$ cat config.mk
export PLATFORM = sky130hd
export DESIGN_NAME = gpcs_top
export DESIGN_NICKNAME = d
export VERILOG_FILES = /design/src/gpcs_pkg.sv /design/src/gpcs_pin_sync.sv /design/src/gpcs_out_mux.sv /design/src/gpcs_top.sv
export SDC_FILE = /design/constraint.sdc
export NUM_CORES = 1
export LEC_CHECK = 0
export BUFFER_PORTS_ARGS = -buffer_cell sky130_fd_sc_hd__buf_4
export CAP_MARGIN = 5
export CORE_AREA = 3 3 113 115
export CTS_CLUSTER_DIAMETER = 150
export DETAILED_ROUTE_END_ITERATION = 10
export DIE_AREA = 0 0 116 118
export GPL_ROUTABILITY_DRIVEN = 0
export GPL_TIMING_DRIVEN = 0
export PLACE_DENSITY = 0.61
export SYNTH_ARGS = -nofsm -noshare
export SYNTH_HDL_FRONTEND = slang
export SYNTH_HIERARCHICAL = 1
export SYNTH_SLANG_ARGS = --single-unit
$ cat constraint.sdc
create_clock -name pclk -period 2.31 [get_ports pclk]
set_input_delay 0.462 -clock pclk [delete_from_list [all_inputs] [get_ports pclk]]
set_output_delay 0.462 -clock pclk [all_outputs]
set_load 0.05 [all_outputs]
$ cat src/gpcs_pkg.sv
/*
 * Shared constants, types and register layout of the pin control slice.
 * Assumes an APB master with 8-bit byte addresses and 32-bit data.
 */
package gpcs_pkg;

	// ----------------------------------------------------------------
	// Sizes and register map
	// ----------------------------------------------------------------
	localparam int unsigned NUM_PINS  = 8;
	localparam int unsigned NUM_PORTS = 4;
	localparam int unsigned SYNC_W    = 9;
	localparam int unsigned IDX_SHIFT = 2;

	localparam logic [7:0] IDX_IO_SUPPLY_CONTROL  = 8'h0d;
	localparam logic [7:0] IDX_PIN_LEVEL_READBACK = 8'h0e;
	localparam logic [7:0] IDX_PIN_INPUT_ENABLES  = 8'h0f;
	localparam logic [7:0] IDX_PIN0_OUTPUT_CTL    = 8'h10;

	localparam logic [7:0] IO_SUPPLY_RESET = 8'h09;
	localparam logic [7:0] READBACK_RESET  = 8'h00;
	localparam logic [7:0] IN_ENABLE_RESET = 8'hff;
	localparam logic [7:0] PIN0_CTL_RESET  = 8'h00;

	localparam int unsigned IO_SEL_BIT  = 7;
	localparam int unsigned IO_OV_BIT   = 6;
	localparam int unsigned IO_MODE_LSB = 4;

	localparam logic [1:0] MODE_1V8 = 2'b00;
	localparam logic [1:0] MODE_3V3 = 2'b11;

	// ----------------------------------------------------------------
	// Output source and select codes
	// ----------------------------------------------------------------
	localparam logic [2:0] SRC_DEV_STATUS = 3'h4;
	localparam logic [2:0] SRC_TX_PORT    = 3'h6;

	localparam logic [2:0] SEL_RX_LOCK = 3'h4;
	localparam logic [2:0] SEL_RX_PASS = 3'h5;
	localparam logic [2:0] SEL_RX_FV   = 3'h6;
	localparam logic [2:0] SEL_RX_LV   = 3'h7;

	localparam logic [2:0] SEL_ST_LOCK_OR  = 3'h1;
	localparam logic [2:0] SEL_ST_LOCK_AND = 3'h2;
	localparam logic [2:0] SEL_ST_PASS_AND = 3'h3;
	localparam logic [2:0] SEL_ST_FSYNC    = 3'h4;

	localparam logic [2:0] SEL_TX_PASS_AND = 3'h0;
	localparam logic [2:0] SEL_TX_PASS_OR  = 3'h1;
	localparam logic [2:0] SEL_TX_FV       = 3'h2;
	localparam logic [2:0] SEL_TX_LV       = 3'h3;
	localparam logic [2:0] SEL_TX_SYNCED   = 3'h4;
	localparam logic [2:0] SEL_TX_IRQ      = 3'h5;

	// ----------------------------------------------------------------
	// Types
	// ----------------------------------------------------------------
	typedef enum logic [0:0] {
		GPCS_IDLE = 1'b0,
		GPCS_ACK  = 1'b1
	} gpcs_apb_state_t;

	typedef struct packed {
		logic [2:0] pin0_output_select;
		logic [2:0] pin0_output_source;
		logic       pin0_output_level;
		logic       pin0_output_enable;
	} gpcs_pin0_ctl_t;

	typedef struct packed {
		logic [3:0] remote_pin;
		logic       lock;
		logic       pass;
		logic       frame_valid;
		logic       line_valid;
	} gpcs_rx_port_t;

	typedef struct packed {
		logic frame_valid;
		logic line_valid;
		logic synced;
		logic irq;
	} gpcs_tx_status_t;

endpackage : gpcs_pkg

$ cat src/gpcs_pin_sync.sv
/*
 * Three-stage synchroniser for pin levels and the supply detector.
 * Assumes inputs are asynchronous to pclk; a level is taken only once
 * the second and third stages agree.
 */
`timescale 1ns/10ps
module gpcs_pin_sync (
	input  wire logic                        pclk,     // Register clock.
	input  wire logic                        presetn,  // Asynchronous reset, low.
	input  wire logic [gpcs_pkg::SYNC_W-1:0] async_in, // Raw asynchronous levels.
	output logic      [gpcs_pkg::SYNC_W-1:0] level     // Filtered levels.
);

	logic [gpcs_pkg::SYNC_W-1:0] s1_reg, s1_next;
	logic [gpcs_pkg::SYNC_W-1:0] s2_reg, s2_next;
	logic [gpcs_pkg::SYNC_W-1:0] s3_reg, s3_next;
	logic [gpcs_pkg::SYNC_W-1:0] level_reg, level_next;
	logic [gpcs_pkg::SYNC_W-1:0] agree;

	always_comb begin
		s1_next    = async_in;
		s2_next    = s1_reg;
		s3_next    = s2_reg;
		agree      = s2_reg ~^ s3_reg;
		level_next = (agree & s3_reg) | (~agree & level_reg);
	end

	always_ff @(posedge pclk or negedge presetn) begin
		if (!presetn) begin
			s1_reg    <= '0;
			s2_reg    <= '0;
			s3_reg    <= '0;
			level_reg <= '0;
		end else begin
			s1_reg    <= s1_next;
			s2_reg    <= s2_next;
			s3_reg    <= s3_next;
			level_reg <= level_next;
		end
	end

	assign level = level_reg;

endmodule : gpcs_pin_sync

$ cat src/gpcs_out_mux.sv
/*
 * Combinational source and select multiplexer for the pin 0 output.
 * Assumes all status inputs are synchronous to the register clock.
 */
`timescale 1ns/10ps
module gpcs_out_mux (
	input  wire gpcs_pkg::gpcs_pin0_ctl_t        ctl,        // Pin 0 control fields.
	input  wire gpcs_pkg::gpcs_rx_port_t [3:0]   rx_port,    // Receive port signals.
	input  wire logic                  [3:0]     port_en,    // Enabled receive ports.
	input  wire logic                            frame_sync, // Frame sync signal.
	input  wire gpcs_pkg::gpcs_tx_status_t       tx_status,  // Transmit port status.
	output logic                                 mux_level   // Selected level.
);

	logic [3:0]            lock_v;
	logic [3:0]            pass_v;
	gpcs_pkg::gpcs_rx_port_t port;

	always_comb begin
		for (int i = 0; i < gpcs_pkg::NUM_PORTS; i++) begin
			lock_v[i] = rx_port[i].lock;
			pass_v[i] = rx_port[i].pass;
		end
		port      = rx_port[ctl.pin0_output_source[1:0]];
		// Reserved codes fall back to the register-controlled level.
		mux_level = ctl.pin0_output_level;
		// RQ6: Source code decode.
		case (ctl.pin0_output_source)
			3'h0, 3'h1, 3'h2, 3'h3: begin
				// RQ7: Receive port select.
				if (!ctl.pin0_output_select[2]) begin
					mux_level = port.remote_pin[ctl.pin0_output_select[1:0]];
				end else begin
					case (ctl.pin0_output_select)
						gpcs_pkg::SEL_RX_LOCK: mux_level = port.lock;
						gpcs_pkg::SEL_RX_PASS: mux_level = port.pass;
						gpcs_pkg::SEL_RX_FV:   mux_level = port.frame_valid;
						gpcs_pkg::SEL_RX_LV:   mux_level = port.line_valid;
						default:               mux_level = ctl.pin0_output_level;
					endcase
				end
			end
			gpcs_pkg::SRC_DEV_STATUS: begin
				// RQ8: Lock and pass aggregates over enabled ports, or frame sync.
				case (ctl.pin0_output_select)
					gpcs_pkg::SEL_ST_LOCK_OR:  mux_level = |(lock_v & port_en);
					gpcs_pkg::SEL_ST_LOCK_AND: mux_level = &(lock_v | ~port_en);
					gpcs_pkg::SEL_ST_PASS_AND: mux_level = &(pass_v | ~port_en);
					gpcs_pkg::SEL_ST_FSYNC:    mux_level = frame_sync;
					default:                   mux_level = ctl.pin0_output_level;
				endcase
			end
			gpcs_pkg::SRC_TX_PORT: begin
				// RQ9: Pass aggregates of the enabled receive ports, and transmit port status.
				case (ctl.pin0_output_select)
					gpcs_pkg::SEL_TX_PASS_AND: mux_level = &(pass_v | ~port_en);
					gpcs_pkg::SEL_TX_PASS_OR:  mux_level = |(pass_v & port_en);
					gpcs_pkg::SEL_TX_FV:       mux_level = tx_status.frame_valid;
					gpcs_pkg::SEL_TX_LV:       mux_level = tx_status.line_valid;
					gpcs_pkg::SEL_TX_SYNCED:   mux_level = tx_status.synced;
					// RQ10: Transmit interrupt route.
					gpcs_pkg::SEL_TX_IRQ:      mux_level = tx_status.irq;
					default:                   mux_level = ctl.pin0_output_level;
				endcase
			end
			default: mux_level = ctl.pin0_output_level;
		endcase
	end

endmodule : gpcs_out_mux

$ cat src/gpcs_top.sv
/*
 * Pin control slice: supply level control, pin level readback, input
 * enables and the pin 0 output multiplexer behind an APB slave.
 * Assumes one register clock, remote and status signals synchronous to
 * it, and pins and the supply detector asynchronous to it.
 */
`timescale 1ns/10ps

// Notes on behaviour
// RQ1: Bit 7 of the supply register selects 1.8V at 0 and 3.3V at 1 for the pins.
// RQ2: With override at 0 both supply controls follow the detector, else the written values.
// RQ3: Bits 5:4 hold the supply mode, 00 for 1.8V and 11 for 3.3V, reading the detector without override.
// RQ4: The readback register is read-only and shows the live level of pins 7 down to 0.
// RQ5: Each pin has an input enable bit, eight in all, reset to enabled.
// RQ6: The source field picks a receive port 0 to 3, device status or the transmit port.
// RQ7: For a receive port the select picks remote pins 0 to 3, lock, pass, frame or line valid.
// RQ8: For device status the select picks OR lock, AND lock, AND pass or frame sync.
// RQ9: For the transmit port the select picks AND pass, OR pass, frame, line valid or synced.
// RQ10: For the transmit port select code 101 routes its interrupt to the pin.
// RQ11: Bit 0 enables the pin 0 output and bit 1 gives the register-controlled level.
// RQ12: Reserved supply bits read zero and drop writes, and a disabled pin is not driven.
module gpcs_top (
	input  wire logic                              pclk,           // Register clock.
	input  wire logic                              presetn,        // Asynchronous reset, low.
	input  wire logic                              psel,           // APB select.
	input  wire logic                              penable,        // APB enable.
	input  wire logic                              pwrite,         // APB direction.
	input  wire logic                      [7:0]   paddr,          // APB byte address.
	input  wire logic                      [31:0]  pwdata,         // APB write data.
	output logic                           [31:0]  prdata,         // APB read data.
	output logic                                   pready,         // APB ready.
	output logic                                   pslverr,        // APB error.
	input  wire logic                      [7:0]   pin_in,         // Pin input levels.
	input  wire logic                              io_level_detect, // Detector, 1 is 3.3V.
	input  wire gpcs_pkg::gpcs_rx_port_t   [3:0]   rx_port,        // Receive port signals.
	input  wire logic                      [3:0]   rx_port_enable, // Enabled receive ports.
	input  wire logic                              frame_sync_signal, // Frame sync.
	input  wire gpcs_pkg::gpcs_tx_status_t         tx_status,      // Transmit port status.
	output logic                                   pin0_out,       // Pin 0 output level.
	output logic                                   pin0_oe,        // Pin 0 output enable.
	output logic                                   high_voltage_io_select, // 1 selects 3.3V.
	output logic                           [1:0]   supply_mode     // Supply mode control.
);

	// ----------------------------------------------------------------
	// Declarations
	// ----------------------------------------------------------------
	gpcs_pkg::gpcs_apb_state_t st_reg, st_next;
	logic [31:0]               prdata_reg, prdata_next;
	logic                      pready_reg, pready_next;
	logic                      pslverr_reg, pslverr_next;

	logic                      sel_sw_reg, sel_sw_next;
	logic                      ov_reg, ov_next;
	logic [1:0]                mode_sw_reg, mode_sw_next;
	logic [7:0]                ien_reg, ien_next;
	gpcs_pkg::gpcs_pin0_ctl_t  pin0_ctl_reg, pin0_ctl_next;
	logic [7:0]                sts_reg, sts_next;

	logic                      pin0_out_reg, pin0_out_next;
	logic                      pin0_oe_reg, pin0_oe_next;
	logic                      hv_sel_reg, hv_sel_next;
	logic [1:0]                mode_reg, mode_next;

	logic [gpcs_pkg::SYNC_W-1:0] sync_level;
	logic                      det_level;
	logic                      eff_sel;
	logic [1:0]                eff_mode;
	logic                      mux_level;
	logic                      wr_fire;
	logic                      mapped;
	logic [7:0]                rd_byte;

	function automatic logic reg_hit(input logic [7:0] addr, input logic [7:0] idx);
		reg_hit = (addr == (idx << gpcs_pkg::IDX_SHIFT));
	endfunction : reg_hit

	// ----------------------------------------------------------------
	// Input synchroniser and output multiplexer
	// ----------------------------------------------------------------
	gpcs_pin_sync u_sync (
		.pclk     (pclk),
		.presetn  (presetn),
		.async_in ({io_level_detect, pin_in}),
		.level    (sync_level)
	);

	gpcs_out_mux u_mux (
		.ctl        (pin0_ctl_reg),
		.rx_port    (rx_port),
		.port_en    (rx_port_enable),
		.frame_sync (frame_sync_signal),
		.tx_status  (tx_status),
		.mux_level  (mux_level)
	);

	assign det_level = sync_level[gpcs_pkg::NUM_PINS];

	// ----------------------------------------------------------------
	// APB slave and registers
	// ----------------------------------------------------------------
	always_comb begin
		// RQ2: Override picks written or detected supply.
		eff_sel  = ov_reg ? sel_sw_reg : det_level;
		eff_mode = ov_reg ? mode_sw_reg :
		           (det_level ? gpcs_pkg::MODE_3V3 : gpcs_pkg::MODE_1V8);
		mapped   = reg_hit(paddr, gpcs_pkg::IDX_IO_SUPPLY_CONTROL) ||
		           reg_hit(paddr, gpcs_pkg::IDX_PIN_LEVEL_READBACK) ||
		           reg_hit(paddr, gpcs_pkg::IDX_PIN_INPUT_ENABLES) ||
		           reg_hit(paddr, gpcs_pkg::IDX_PIN0_OUTPUT_CTL);
		rd_byte  = 8'h00;
		if (reg_hit(paddr, gpcs_pkg::IDX_IO_SUPPLY_CONTROL)) begin
			// RQ3: Readback shows the effective supply.
			rd_byte[gpcs_pkg::IO_SEL_BIT] = eff_sel;
			rd_byte[gpcs_pkg::IO_OV_BIT]  = ov_reg;
			rd_byte[gpcs_pkg::IO_MODE_LSB +: 2] = eff_mode;
		end else if (reg_hit(paddr, gpcs_pkg::IDX_PIN_LEVEL_READBACK)) begin
			// RQ4: Live pin levels.
			rd_byte = sts_reg;
		end else if (reg_hit(paddr, gpcs_pkg::IDX_PIN_INPUT_ENABLES)) begin
			rd_byte = ien_reg;
		end else if (reg_hit(paddr, gpcs_pkg::IDX_PIN0_OUTPUT_CTL)) begin
			rd_byte = pin0_ctl_reg;
		end

		st_next      = st_reg;
		pready_next  = 1'b0;
		prdata_next  = prdata_reg;
		pslverr_next = 1'b0;
		case (st_reg)
			gpcs_pkg::GPCS_IDLE: begin
				if (psel && !penable) begin
					st_next      = gpcs_pkg::GPCS_ACK;
					pready_next  = 1'b1;
					prdata_next  = pwrite ? 32'h0000_0000 : {24'h00_0000, rd_byte};
					pslverr_next = !mapped;
				end
			end
			gpcs_pkg::GPCS_ACK: begin
				st_next     = gpcs_pkg::GPCS_IDLE;
				prdata_next = 32'h0000_0000;
			end
			default: st_next = gpcs_pkg::GPCS_IDLE;
		endcase

		wr_fire       = (st_reg == gpcs_pkg::GPCS_ACK) && psel && penable &&
		                pwrite && pready_reg;
		sel_sw_next   = sel_sw_reg;
		ov_next       = ov_reg;
		mode_sw_next  = mode_sw_reg;
		ien_next      = ien_reg;
		pin0_ctl_next = pin0_ctl_reg;
		if (wr_fire && reg_hit(paddr, gpcs_pkg::IDX_IO_SUPPLY_CONTROL)) begin
			// RQ1: Stored voltage select.
			sel_sw_next  = pwdata[gpcs_pkg::IO_SEL_BIT];
			ov_next      = pwdata[gpcs_pkg::IO_OV_BIT];
			// RQ12: Only bits 7:4 are stored.
			mode_sw_next = pwdata[gpcs_pkg::IO_MODE_LSB +: 2];
		end
		if (wr_fire && reg_hit(paddr, gpcs_pkg::IDX_PIN_INPUT_ENABLES)) begin
			ien_next = pwdata[7:0];
		end
		if (wr_fire && reg_hit(paddr, gpcs_pkg::IDX_PIN0_OUTPUT_CTL)) begin
			pin0_ctl_next = pwdata[7:0];
		end
		// RQ5: Disabled inputs read as zero.
		sts_next = sync_level[gpcs_pkg::NUM_PINS-1:0] & ien_reg;
	end

	always_ff @(posedge pclk or negedge presetn) begin
		if (!presetn) begin
			st_reg       <= gpcs_pkg::GPCS_IDLE;
			prdata_reg   <= 32'h0000_0000;
			pready_reg   <= 1'b0;
			pslverr_reg  <= 1'b0;
			sel_sw_reg   <= gpcs_pkg::IO_SUPPLY_RESET[gpcs_pkg::IO_SEL_BIT];
			ov_reg       <= gpcs_pkg::IO_SUPPLY_RESET[gpcs_pkg::IO_OV_BIT];
			mode_sw_reg  <= gpcs_pkg::IO_SUPPLY_RESET[gpcs_pkg::IO_MODE_LSB +: 2];
			ien_reg      <= gpcs_pkg::IN_ENABLE_RESET;
			pin0_ctl_reg <= gpcs_pkg::PIN0_CTL_RESET;
			sts_reg      <= gpcs_pkg::READBACK_RESET;
		end else begin
			st_reg       <= st_next;
			prdata_reg   <= prdata_next;
			pready_reg   <= pready_next;
			pslverr_reg  <= pslverr_next;
			sel_sw_reg   <= sel_sw_next;
			ov_reg       <= ov_next;
			mode_sw_reg  <= mode_sw_next;
			ien_reg      <= ien_next;
			pin0_ctl_reg <= pin0_ctl_next;
			sts_reg      <= sts_next;
		end
	end

	// ----------------------------------------------------------------
	// Pin and supply outputs
	// ----------------------------------------------------------------
	always_comb begin
		// RQ11: Enable gates the pin driver.
		pin0_oe_next  = pin0_ctl_reg.pin0_output_enable;
		// RQ12: Undriven pin holds low.
		pin0_out_next = pin0_ctl_reg.pin0_output_enable & mux_level;
		hv_sel_next   = eff_sel;
		mode_next     = eff_mode;
	end

	always_ff @(posedge pclk or negedge presetn) begin
		if (!presetn) begin
			pin0_out_reg <= 1'b0;
			pin0_oe_reg  <= 1'b0;
			hv_sel_reg   <= 1'b0;
			mode_reg     <= gpcs_pkg::MODE_1V8;
		end else begin
			pin0_out_reg <= pin0_out_next;
			pin0_oe_reg  <= pin0_oe_next;
			hv_sel_reg   <= hv_sel_next;
			mode_reg     <= mode_next;
		end
	end

	assign prdata                 = prdata_reg;
	assign pready                 = pready_reg;
	assign pslverr                = pslverr_reg;
	assign pin0_out               = pin0_out_reg;
	assign pin0_oe                = pin0_oe_reg;
	assign high_voltage_io_select = hv_sel_reg;
	assign supply_mode            = mode_reg;

	logic io_rd;
	logic sts_rd;
	assign io_rd  = pready_reg && !pwrite && reg_hit(paddr, gpcs_pkg::IDX_IO_SUPPLY_CONTROL);
	assign sts_rd = pready_reg && !pwrite && reg_hit(paddr, gpcs_pkg::IDX_PIN_LEVEL_READBACK);
endmodule : gpcs_top

# == After elaboration in Yosys (flattened, before gate mapping) ==
# Cells that the tools add are included.
# totals
regBits,104
output_inout_bits,39
# op_classes
magnitude_cmp,2
n_eq_ne,17
n_mux,25
n_bitwise,13
n_reduce_logical,20
# op_table
cell,count
one-hot mux 32 bit (2 select lines),1
2-to-1 mux 8 bit,5
2-to-1 mux 32 bit,1
"== test 8 x 6 -> 1 bit, second input constant",3
bitwise AND 9 bit,2
"== test 3 bit, second input constant",6
binary-select mux 8 bit (select 2 bit),1
"== test 3 x 2 -> 1 bit, second input constant",4
OR reduction 4 bit,3
NOT 9 bit,1
bitwise OR 9 bit,1
bitwise XNOR 9 bit,1
bitwise AND 4 bit,2
bitwise AND 8 bit,1
"== test 8 x 7 -> 1 bit, second input constant",1
logical AND 1 bit,8
2-to-1 mux 4 bit,2
bitwise OR 4 bit,2
one-hot mux 1 bit (4 select lines),2
AND reduction 4 bit,2
2-to-1 mux 1 bit,7
"== test 3 x 1 -> 1 bit, second input constant",2
zero test 3 bit,2
"< comparator 2 x 3 -> 1 bit, second input constant",2
other kinds (11),15

# == Logic depth before layout (Yosys ltp) ==
# depth
ltp_word,8
depth_mapped,7
mapped_depth_nobuf,6

# == By module ==
# The synthesis kept the hierarchy.
# by_module_without_submodules
module,instances,cells_per_inst,area_per_inst_um2,seq_area_each_um2
gpcs_top,1,166,2016.9,1086.0
gpcs_pin_sync,1,45,1002.2,900.9
gpcs_out_mux,1,56,514.2,0.0

# == Worst setup path before layout ==
# OpenSTA, ideal clock, no wires.
# synth_timing
path_kind,register -> register
start,register pin0_ctl_reg[2] (netlist name)
end,register pin0_out_reg (netlist: pin0_out)
setup_ns,0.119
arrival_time_ns,1.909
t_required_ns,2.191
slack_ns,0.282
stages_incl_launch_ff,7
synth_period_minus_slack_ns,2.028
cell_sequence,dfrtp_1 > buf_6 > mux4_2 > mux4_2 > o211ai_2 > o211ai_1 > and2_1
# synth_between
elab_chain_cells,7
# synth_lines
item,line_no,source
start: declaration,gpcs_top.sv:57,"gpcs_pkg::gpcs_pin0_ctl_t pin0_ctl_reg, pin0_ctl_next;"
start signal: assignment,gpcs_top.sv:180,pin0_ctl_reg <= gpcs_pkg::PIN0_CTL_RESET;
start signal: assignment,gpcs_top.sv:191,pin0_ctl_reg <= pin0_ctl_next;
binary-select mux 8 bit (select 2 bit),gpcs_out_mux.sv:24,port = rx_port[ctl.pin0_output_source[1:0]];
2-to-1 mux 8 bit (implied by the code),gpcs_out_mux.sv:24,
binary-select mux 1 bit (select 2 bit),gpcs_out_mux.sv:32,mux_level = port.remote_pin[ctl.pin0_output_select[1:0]];
2-to-1 mux 1 bit (implied by the code),gpcs_out_mux.sv:32,
2-to-1 mux 1 bit,gpcs_out_mux.sv:31,if (!ctl.pin0_output_select[2]) begin
one-hot mux 1 bit (3 select lines) *,gpcs_out_mux.sv:28,case (ctl.pin0_output_source)
named net mux_level,gpcs_top.sv:69,logic mux_level;
bitwise AND 1 bit *,gpcs_top.sv:203,pin0_out_next = pin0_ctl_reg.pin0_output_enable & mux_level;
named net pin0_out_next,gpcs_top.sv:60,"logic pin0_out_reg, pin0_out_next;"
end signal: assignment,gpcs_top.sv:215,pin0_out_reg <= pin0_out_next;
end: declaration,gpcs_top.sv:60,
# The timed path passes the listed nets; every way through them passes the cells marked *. The select of a mux whose other input is x is not followed.
# A chain may end at the register's enable or synchronous reset.

# == Final worst setup path ==
# Same ends and word-level chain as after synthesis.

==> summary.md <==
| Metric | Value |
|---|---|
| Clock Latency Late Sink | 0.33 ns |
| Die Height | 118 um |
| Largest net degree at the start of global routing | 80 |
| Post-CTS Setup Inserts | 0 |
| Gr usage total | 0.115 |
| Non-Filler Instances | 536 |
| Max_cap viols | 0 |
| Static Leak | between 2 and 2.5 nW |
| Register area share after synthesis | 0.562 |
| Req. time, crit path | 2.53 ns |
| Synth cell types | 47 |
| Multi-input combinational cell area | roughly 1400 um^2 |
| Commonest cells in the netlist | dfrtp_1, buf_4, mux2_2 |
| Fin crit period | 2.19 ns |
| Tightest Hold Check Type | input pin to register |
| Cell with the most instances after synthesis | dfrtp_1 |
| Die width | about 120 um |
| Type of the worst setup path | register to register |
| Final HPWL DP | 5750 um |
| Post-Place Cells | 521 |
| Critical path endpoint category | register |
| Setup WS post-layout | 0.117 ns |
| Port bufs | 84 |
| Crit start category | register |
| Average size of a mapped cell | 13.2 um^2 |
| Initial DRC Count | 92 |
| Fill count | 1,135 |
| Initial antenna violation count | 1 |
| DR vias | 2,383 |
| Maximum operating frequency | 0.456 GHz |
| Max Slew Vio Count | 0 |
| Global-route wire length before repair | 12,200 um |
| Area Overhead vs Synth | 35.2% |
| Syn. warnings | 6 |
| RSZ-0062 raised after global routing | no |
| Fin. Hold Viols | 0 |
| Nets | around 480 |
| I/O pin count | 134 |
| Seq cells post-synth | 79 |
| DR pass1 iterations | 4 |
| Post-synth ARST share | 1.00 |
| Syn Inst Count | 267 |
| Final period util | 0.949 |
| CTS tree | built |
| Starting Density | 0.297 |
| Synth top area cells | dfrtp_1, mux2_2, dfstp_2, buf_4, mux4_2 |
| Status | completed |
| Post-Syn Area | 3530 um^2 |
| Worst vdd ir | 0.299 mV |
| Max FO, Critical Path | 10 |
| Area leader, netlist | dfrtp_1 |
| Drt via density | ~4.4 |
| DRC viols | 0 |
| Area share of the largest cell type after synthesis | 0.503 |
| H-tree depth | 3 |
| Clk slew on worst S/H paths | 0.06 ns |
| Standard-cell row count | 40 |
| Vias in the first global route | 2,362 |
| Worst Skew | 0.00433 ns |
| Pwr Density | 715 nW/um^2 |
| Slew HR | 0.346 |
| Register area | 1990 um^2 |
| # hold bufs at CTS | 0 |
| Post-detailed-route count of antenna-violating nets | 0 |
| Clk buf depth | 2 |
| Number of synthesized flops with an enable pin | 0 |
| Dominant synthesized flop cell | dfrtp_1 |
| GRT overflow | 0 |
| Clk sinks | 79 |
| Drt wl/cell | 14.3 um |
| Measured slew at the worst slew-check pin | 0.981 ns |
| Pwr Total | 3.42 mW |
| Die area | 13,700 um^2 |
| Final Setup Violations | 0 |
| Pre-CTS setup slack | 0.0322 ns |
| Fraction of layout cells with a size suffix above 1 | 0.458 |
| Total negative slack | 0 ns |
| Post-layout util | 0.401 |
| Num CTS Buffers | 9 |
| Final WL | around 7700 um |
| CP arrival | roughly 2.4 ns |
| Core Box Area | around 12,000 um^2 |
| Ant diodes | 0 |
| Root Driver | clkbuf_16 |
[cells by family after synthesis]
group | after synthesis | synth area share
simple gates | 57 | 0.0953
flops | 79 | 0.562
compound gates | 50 | 0.104
other cells | 1 | 0.00106
mux | 36 | 0.143
fa+ha+maj | 9 | 0.0287
buf+inv | 35 | 0.0655
[metrics by stage]
step                      hold slack (ns)  area, um^2
after global routing                0.219        4780
after CTS                           0.222        4780
final                               0.235        4780
after detailed placement            0.335        4430
after floorplan                     0.166        3620
after global placement              0.334        4430
[placed cells by master, fill, tap and decap left out, types with 7 or more instances in the layout]
master	count
mux2_2	20
nand2b_1	7
nand2_1	15
dfstp_2	8
clkbuf_16	9
o21ai_0	13
dfrtp_1	70
nor2_1	7
conb_1	24
maj3_2	9
buf_4	108
mux4_2	7
and2_1	10
[where the power goes]
group	internal [mW]	switching, mW	total [mW]	leakage (nW)
sequential	1.43	0.0230	1.46	0.981
clock	1.06	0.512	1.58	0.169
combinational	0.164	0.218	0.382	1.13
[layer usage]
layer / vias up / wire, um / global-route usage
li1: 1155 / - / -
met1: 1121 / 3220 / 0.147
met4: 2 / 165 / 0.0399
met5: - / 13 / 0
met3: 15 / 579 / 0.0447
met2: 90 / 3670 / 0.176
[worst max-delay path: stages, from the launching register on]
cell,delay [ns]
dfrtp_2,0.45
buf_6,0.19
mux4_2,0.51
mux4_2,0.49
o211ai_2,0.16
o211ai_1,0.10
and2_1,0.18
[what timing repair did]
item / 4_1_cts / 5_1_grt
gates resized for setup: 0 / 1
endpoints found under the setup margin: 0 / 1
hold endpoints to repair: 0 / 0
[layout make-up]
class                           instances  area share
Clock buffer                           14      0.0595
Sequential cell                        79       0.416
Timing Repair Buffer                   84       0.132
Clock inverter                          2      0.0126
Inverter                                5     0.00393
Buffer                                 29      0.0438
Multi-Input combinational cell        176       0.293
Tap cell                              147      0.0385
[worst paths after layout]
kind	start	endpoint	slack, ns	cells past startpoint
worst max-delay path	pin0_ctl_reg[2]$_DFFE_PN0P_	pin0_out$_DFF_PN0_	0.12	6
worst min register to register	u_sync/s1_reg[1]$_DFF_PN0_	u_sync/s2_reg[1]$_DFF_PN0_	0.35	0
max in group asynchronous	presetn	pin0_ctl_reg[2]$_DFFE_PN0P_	1.33	1
worst min-delay path	pin_in[0]	u_sync/s1_reg[0]$_DFF_PN0_	0.24	1
worst max register to register	pin0_ctl_reg[2]$_DFFE_PN0P_	pin0_out$_DFF_PN0_	0.12	6
min in group asynchronous	presetn	u_sync/s1_reg[4]$_DFF_PN0_	0.28	1
Note: power is estimated with default switching activity, not from simulation.
